**config.mk**
```make
export PLATFORM = sky130hd
export DESIGN_NAME = dgr_dac_regs
export DESIGN_NICKNAME = d
export VERILOG_FILES = /design/src/hw/dgr_pkg.sv /design/src/hw/dgr_dac_regs.sv /design/src/hw/dgr_trigger_select.sv
export SDC_FILE = /design/constraint.sdc
export NUM_CORES = 1
export LEC_CHECK = 0
export CAP_MARGIN = 20
export CORE_UTILIZATION = 55
export CTS_CLUSTER_SIZE = 40
export DETAILED_ROUTE_END_ITERATION = 16
export DONT_BUFFER_PORTS = 1
export PLACE_DENSITY = 0.73
export SLEW_MARGIN = 0
export SYNTH_ARGS = -nofsm -noshare
export SYNTH_HDL_FRONTEND = slang
export SYNTH_SLANG_ARGS = --single-unit
```
**constraint.sdc**
```tcl
create_clock -name ref_clk_in -period 3.9 [get_ports ref_clk_in]
set_input_delay 0.195 -clock ref_clk_in [delete_from_list [all_inputs] [get_ports ref_clk_in]]
set_output_delay 0.195 -clock ref_clk_in [all_outputs]
set_load 0.02 [all_outputs]
```
**src/hw/dgr_pkg.sv**
```systemverilog
// shared constants and types for the converter data and gain registers
package dgr_pkg;
  // special function register addresses
  localparam logic [7:0] DGR_ADDR_DATA_LOW = 8'h8D;
  localparam logic [7:0] DGR_ADDR_DATA_HIGH = 8'h8E;
  localparam logic [7:0] DGR_ADDR_UPDATE_CFG = 8'h9A;
  localparam logic [7:0] DGR_ADDR_GAIN_CFG = 8'h9C;
  // reset values
  localparam logic [7:0] DGR_DATA_RST = 8'h00;
  localparam logic [1:0] DGR_GAIN_RST = 2'h1;
  localparam logic [2:0] DGR_SRC_RST = 3'h0;
  localparam logic DGR_JUST_RST = 1'b0;
  // field positions in the update config register
  localparam int DGR_JUST_BIT = 5;
  localparam int DGR_SRC_LSB = 0;
  localparam int DGR_SRC_W = 3;
  // field positions in the gain config register
  localparam int DGR_GAIN_LSB = 0;
  localparam int DGR_GAIN_W = 2;
  // gain codes
  localparam logic [1:0] DGR_GAIN_TWO = 2'h0;
  localparam logic [1:0] DGR_GAIN_TWO_POINT_FOUR = 2'h1;
  localparam logic [1:0] DGR_GAIN_THREE = 2'h2;
  // update source groups
  localparam logic [2:0] DGR_SRC_EVERY_CLOCK = 3'h0;
  localparam logic [2:0] DGR_SRC_TIMER_FIRST = 3'h1;
  localparam logic [2:0] DGR_SRC_LOGIC_FIRST = 3'h4;
  localparam int DGR_NUM_TIMERS = 3;
  localparam int DGR_NUM_LOGIC = 4;
  // justification codes
  localparam logic DGR_ALIGN_LOW = 1'b0;
  localparam logic DGR_ALIGN_HIGH = 1'b1;

  typedef struct packed {
    logic [7:0] addr;
    logic wr;
    logic rd;
    logic [7:0] wdata;
  } dgr_sfr_req_s;

  typedef struct packed {
    logic [DGR_NUM_TIMERS-1:0] timer_ovf;
    logic [DGR_NUM_LOGIC-1:0] logic_out;
  } dgr_trig_s;
endpackage

```
**src/hw/dgr_dac_regs.sv**
```systemverilog
// converter data word, gain and update control registers
//
// Notes on behaviour
// - buffer gain field in bits 1:0 resets to 1, codes 0/1/2 give gain 2, 2.4 and 3.
// - the low data byte is an 8-bit read-write register resetting to zero.
// - the high data byte is an 8-bit read-write register resetting to zero.
// - writing the low data byte blocks update triggers.
// - writing the high data byte lifts that block again.
// - when not blocked, a 3-bit source picks every clock, a timer overflow or a logic rise.
// - the justify bit reads the word right-justified at 0 and left-justified at 1.
`timescale 1ns/100ps
module dgr_dac_regs
  import dgr_pkg::*;
#(
  parameter int DATA_W = 12
)
(
  // clock and reset
  input wire logic ref_clk_in,
  input wire logic nrst_in,
  // special function register access
  input wire dgr_pkg::dgr_sfr_req_s sfr_req_in,
  output logic [7:0] sfr_rdata_out,
  // update trigger sources
  input wire dgr_pkg::dgr_trig_s trig_in,
  // analog side controls
  output logic [1:0] buffer_gain_select_out,
  output logic [DATA_W-1:0] dac_code_out,
  output logic update_inhibit_out
);
  import dgr_pkg::*;

  logic [7:0] data_low_reg;
  logic [7:0] data_high_reg;
  logic [1:0] gain_reg;
  logic [2:0] source_reg;
  logic justify_reg;
  logic inhibit_reg;
  logic [DATA_W-1:0] code_reg;
  logic [7:0] rdata_reg;
  logic [DATA_W-1:0] code_next;
  logic trig_event;
  logic update_now;
  logic wr_low;
  logic wr_high;
  logic wr_gain;
  logic wr_cfg;

  assign wr_low = sfr_req_in.wr && (sfr_req_in.addr == DGR_ADDR_DATA_LOW);
  assign wr_high = sfr_req_in.wr && (sfr_req_in.addr == DGR_ADDR_DATA_HIGH);
  assign wr_gain = sfr_req_in.wr && (sfr_req_in.addr == DGR_ADDR_GAIN_CFG);
  assign wr_cfg = sfr_req_in.wr && (sfr_req_in.addr == DGR_ADDR_UPDATE_CFG);

  always_ff @(posedge ref_clk_in or negedge nrst_in)
  begin
    if (!nrst_in)
      data_low_reg <= DGR_DATA_RST;
    else if (wr_low)
      data_low_reg <= sfr_req_in.wdata;
  end

  always_ff @(posedge ref_clk_in or negedge nrst_in)
  begin
    if (!nrst_in)
      data_high_reg <= DGR_DATA_RST;
    else if (wr_high)
      data_high_reg <= sfr_req_in.wdata;
  end

  // buffer gain field, reserved bits dropped
  always_ff @(posedge ref_clk_in or negedge nrst_in)
  begin
    if (!nrst_in)
      gain_reg <= DGR_GAIN_RST;
    else if (wr_gain)
      gain_reg <= sfr_req_in.wdata[DGR_GAIN_LSB +: DGR_GAIN_W];
  end

  always_ff @(posedge ref_clk_in or negedge nrst_in)
  begin
    if (!nrst_in)
    begin
      source_reg <= DGR_SRC_RST;
      justify_reg <= DGR_JUST_RST;
    end
    else if (wr_cfg)
    begin
      source_reg <= sfr_req_in.wdata[DGR_SRC_LSB +: DGR_SRC_W];
      justify_reg <= sfr_req_in.wdata[DGR_JUST_BIT];
    end
  end

  // inhibit set by low write, lifted by high write
  always_ff @(posedge ref_clk_in or negedge nrst_in)
  begin
    if (!nrst_in)
      inhibit_reg <= 1'b0;
    else if (wr_low)
      inhibit_reg <= 1'b1;
    else if (wr_high)
      inhibit_reg <= 1'b0;
  end

  dgr_trigger_select u_trig (
    .ref_clk_in(ref_clk_in),
    .nrst_in(nrst_in),
    .source_sel_in(source_reg),
    .trig_in(trig_in),
    .event_out(trig_event)
  );

  // a low write blocks its own cycle too, so half a word never lands
  // event gated by inhibit
  assign update_now = trig_event && !inhibit_reg && !wr_low;

  always_comb
  begin
    if (justify_reg == DGR_ALIGN_HIGH)
      code_next = DATA_W'({data_high_reg, data_low_reg} >> (16 - DATA_W));
    else
      code_next = DATA_W'({data_high_reg, data_low_reg});
  end

  always_ff @(posedge ref_clk_in or negedge nrst_in)
  begin
    if (!nrst_in)
      code_reg <= '0;
    else if (update_now)
      code_reg <= code_next;
  end

  // read data registered, one cycle after the read strobe
  always_ff @(posedge ref_clk_in or negedge nrst_in)
  begin
    if (!nrst_in)
      rdata_reg <= 8'h00;
    else if (sfr_req_in.rd)
    begin
      unique case (sfr_req_in.addr)
        DGR_ADDR_DATA_LOW: rdata_reg <= data_low_reg;
        DGR_ADDR_DATA_HIGH: rdata_reg <= data_high_reg;
        DGR_ADDR_GAIN_CFG: rdata_reg <= {6'h00, gain_reg};
        DGR_ADDR_UPDATE_CFG: rdata_reg <= {2'h0, justify_reg, 2'h0, source_reg};
        default: rdata_reg <= 8'h00;
      endcase
    end
  end

  assign sfr_rdata_out = rdata_reg;
  assign buffer_gain_select_out = gain_reg;
  assign dac_code_out = code_reg;
  assign update_inhibit_out = inhibit_reg;

  a_gain_write_takes: assert property (@(posedge ref_clk_in) disable iff (!nrst_in)
    wr_gain |=> buffer_gain_select_out == $past(sfr_req_in.wdata[1:0]))
    else $error("gain field did not take the written value");

  a_low_byte_holds: assert property (@(posedge ref_clk_in) disable iff (!nrst_in)
    wr_low ##1 (!wr_low)[*2] |-> data_low_reg == $past(sfr_req_in.wdata, 2))
    else $error("low byte lost its written value");

  a_high_byte_holds: assert property (@(posedge ref_clk_in) disable iff (!nrst_in)
    wr_high |=> data_high_reg == $past(sfr_req_in.wdata))
    else $error("high byte did not take the written value");

  a_low_blocks_update: assert property (@(posedge ref_clk_in) disable iff (!nrst_in)
    wr_low ##1 (!wr_high)[*3] |-> $stable(dac_code_out) && update_inhibit_out)
    else $error("output updated while low byte write pending");

  a_high_lifts_block: assert property (@(posedge ref_clk_in) disable iff (!nrst_in)
    wr_high && !wr_low |=> !update_inhibit_out)
    else $error("high byte write did not lift the block");

  a_every_clock_src: assert property (@(posedge ref_clk_in) disable iff (!nrst_in)
    source_reg == DGR_SRC_EVERY_CLOCK && !inhibit_reg && !wr_low |=> dac_code_out == $past(code_next))
    else $error("every-clock source failed to update");

  a_align_low: assert property (@(posedge ref_clk_in) disable iff (!nrst_in)
    update_now && !justify_reg |=> dac_code_out[7:0] == $past(data_low_reg))
    else $error("right-justified word misaligned");

  a_update_one_cycle: assert property (@(posedge ref_clk_in) disable iff (!nrst_in)
    !update_now |=> $stable(dac_code_out))
    else $error("output code changed without an update event");
endmodule

```
**src/hw/dgr_trigger_select.sv**
```systemverilog
// update trigger source selection with edge detect on logic outputs
`timescale 1ns/100ps
module dgr_trigger_select
  import dgr_pkg::*;
(
  // clock and reset
  input wire logic ref_clk_in,
  input wire logic nrst_in,
  // source select and raw trigger inputs
  input wire logic [2:0] source_sel_in,
  input wire dgr_pkg::dgr_trig_s trig_in,
  // selected event: held high for source 0, timer overflow level for 1-3, one-cycle logic rise pulse for 4-7
  output logic event_out
);
  import dgr_pkg::*;

  logic [DGR_NUM_LOGIC-1:0] logic_prev_reg;
  logic [DGR_NUM_LOGIC-1:0] logic_rise;
  logic [2:0] timer_idx;
  logic [2:0] logic_idx;

  // previous level kept per logic output for rising edge detection
  always_ff @(posedge ref_clk_in or negedge nrst_in)
  begin
    if (!nrst_in)
      logic_prev_reg <= '0;
    else
      logic_prev_reg <= trig_in.logic_out;
  end

  genvar g;
  generate
    for (g = 0; g < DGR_NUM_LOGIC; g++)
    begin : g_rise
      assign logic_rise[g] = trig_in.logic_out[g] & ~logic_prev_reg[g];
    end
  endgenerate

  assign timer_idx = source_sel_in - DGR_SRC_TIMER_FIRST;
  assign logic_idx = source_sel_in - DGR_SRC_LOGIC_FIRST;

  always_comb
  begin
    if (source_sel_in == DGR_SRC_EVERY_CLOCK)
      event_out = 1'b1;
    else if (source_sel_in < DGR_SRC_LOGIC_FIRST)
      event_out = trig_in.timer_ovf[timer_idx[1:0]];
    else
      event_out = logic_rise[logic_idx[1:0]];
  end
endmodule

```
==> reports/metrics.yaml <==
outcome:
  status: "completed"
global_route:
  first_global_vias: 1518
  grt_max_degree: 48
  grt_pass1_wl_um: 7810
  overflow: 0
  antenna_found_initial: 0
  grt_use_total: 0.2458
clock_tree:
  cts_tree: "built"
  root_buffer: "clkbuf_8"
  clock_latency_ns: 0.30
  cts_max_level: 2
  clk_pin_slew_ns: 0.09
  cts_buffer_depth: 2
  numCtsBuffers: 5
  post_cts_resize_count: 0
  clock-sinks: 47
place:
  port_buffers: 0
  dpl.hpwl_um: 3317
  gp_congestion: 0.8147
  placed_area_mm2: 0.002273
worst_setup_path:
  crit_fanout: 12
  cp.required_ns: 4.09
  critical_path_class: "flop to flop"
  worstSetupStartpointType: "flop"
  cp-startpoint: "source_reg[0]$_DFFE_PN0P_"
  reg2reg_from: "source_reg[0]$_DFFE_PN0P_"
  worst_ep_arrival_time_ns: 2.58
  reg2reg_slack_ns: 1.50
  crit_path_end_kind: "flop"
logic_synthesis:
  yosysMostFrequentCell: "dfrtp_1"
  synth-edff-count: 0
  netlist_area_mm2: 0.002241
  synth_seq_cells: 47
  async_flop_share: 1.000
  synth_top_cell_by_area: "dfrtp_1"
  synth-seq-area-share: 0.5254
  syn_area_per_cell_um2: 13.50
  syn-num-nets: 194
  synth_cells: 166
  yosys-top-cells-count: "46 x dfrtp_1, 37 x mux2_2, 10 x a22oi_1, 10 x inv_1, 10 x mux2_4"
  synth_area_leaders: "dfrtp_1 51%, mux2_2 19%, mux2_4 6.7%, a22oi_1 3.4%, o22ai_1 2.2%"
  ys_types: 34
  ys.warnings.count: 0
  netlist.area_leader.share: 0.5137
  ys_dominant_reg_cell: "dfrtp_1"
pwr:
  total_power_mw: 1.015
  power.leakage_nw: 1.168
  powerDensity_mw_per_mm2: 409.5
  irDropWorstVdd_mv: 0.3045
floorplanning:
  fp.dieH_um: 65.83
  io_pins: 50
  start_util: 0.5942
  die_w_um: 65.83
  die_area_mm2: 0.004334
  design.core.area_mm2: 0.003771
  rows: 22
sta:
  setup_viol: 0
  fin_crit_ns: 2.396
  worst_pin_slew_ns: 0.5976
  holdWs_ns: 0.03551
  clock_skew_ns: 0.006269
  hold_viol_final: 0
  fmax_mhz: 417.4
  post-route-period-util: 0.6143
  rsz0062_at_grt: "no"
  setup_tns_ns: 0
  max_slew_margin: 0.6008
  slew_violations: 0
cells_and_area:
  diodes: 0
  area_growth_pct: 10.61
  finish.instance_area_mm2: 0.002479
  largest_reg_flops: 12
  layout-drive-gt1-share: 0.3446
  nets: 204
job:
  max_cap_viol_count: 0
route:
  vias_per_cell: 6.338
  routed_wl_um: 4782
  drt_first_pass_iters: 4
  wire_per_inst_um: 21.25
  drtIter0Drc: 98
  route.detailed.drc: 0
  antenna_left: 0
  routed-via-count: 1426
worst_hold_path:
  hp-class: "input port to flop"
  worstHoldStart: "sfr_req_in[6]"
[timing repair]
| action | CTS | global route |
|---|---|---|
| setup buffers | 0 | 0 |
| hold buffers | 7 | 0 |
| hold endpoints to repair | 59 | 0 |
[cell type report]
cell class / instances / area [µm²]
Fill cell: 283 / 1292
Sequential cell: 47 / 1177
Multi-Input combinational cell: 104 / 991.0
Timing Repair Buffer: 8 / 95.09
Clock buffer: 6 / 82.58
Tap cell: 48 / 60.06
Inverter: 10 / 37.54
Clock inverter: 2 / 35.03
[through the flow]
stage / std cells / worst slack (ns) / util
6_report: 225 / 1.504 / 0.6573
5_1_grt: 225 / 1.412 / 0.6573
4_1_cts: 225 / 1.504 / 0.6573
3_5_place_dp: 210 / 1.532 / 0.6029
3_3_place_gp: 210 / 1.655 / 0.6029
2_1_floorplan: 166 / 1.723 / -
[per-layer routing]
metal / share of wire / track usage / vias to the layer above
met5: 0 / 0 / -
met4: 0.015 / 0.08424 / 0
met3: 0.071 / 0.08103 / 11
met2: 0.48 / 0.3801 / 59
met1: 0.43 / 0.3230 / 722
li1: - / - / 634
[layout by cell type (no fill, tap or decap), drive strengths merged, types with 2 or more instances in the layout]
master and count:
and3 2, o22ai 8, and3b 3, a311oi 2
mux2 47, nor3b 2, nor2b 3, and2b 3
dlygate4sd3 6, nand2 2, buf 2, inv 10
o22a 2, dfrtp 46, clkbuf 6, a22oi 10
a22o 2, o21ai 2, or2b 3, and2 3
[cell families (layout without fill, tap and decap cells)]
group	Yosys count	count (layout)	synth area share
compound gates	30	30	0.1033
buf+inv	15	26	0.03238
fa+ha+maj	1	1	0.005583
flops	47	47	0.5254
mux	47	47	0.2529
simple gates	26	26	0.08040
[report_power, final]
group          internal, mW  total (mW)  switching [mW]
Clock                 0.207       0.371           0.164
Sequential            0.510       0.545          0.0356
Combinational        0.0550      0.0985          0.0435
Total                 0.772        1.01           0.243
[worst max-delay path, cell delays in order (launching register included)]
cell	delay [ns]
dfrtp_1	0.53
inv_1	0.08
ha_1	0.32
mux2_2	0.35
a2111oi_2	0.39
a311oi_2	0.08
buf_4	0.23
mux2_4	0.31
[final timing paths]
check,to,depth (start not counted)
worst max register to register,dac_code_out[5]$_DFFE_PN0P_,7
min in group asynchronous,sfr_rdata_out[4]$_DFFE_PN0P_,2
worst min register to register,data_high_reg[7]$_DFFE_PN0P_,1
worst min-delay path,data_high_reg[6]$_DFFE_PN0P_,1
max in group asynchronous,buffer_gain_select_out[0]$_DFFE_PN1P_,2
worst max-delay path,dac_code_out[5]$_DFFE_PN0P_,7
No activity file was read; power rests on OpenSTA's default activity.
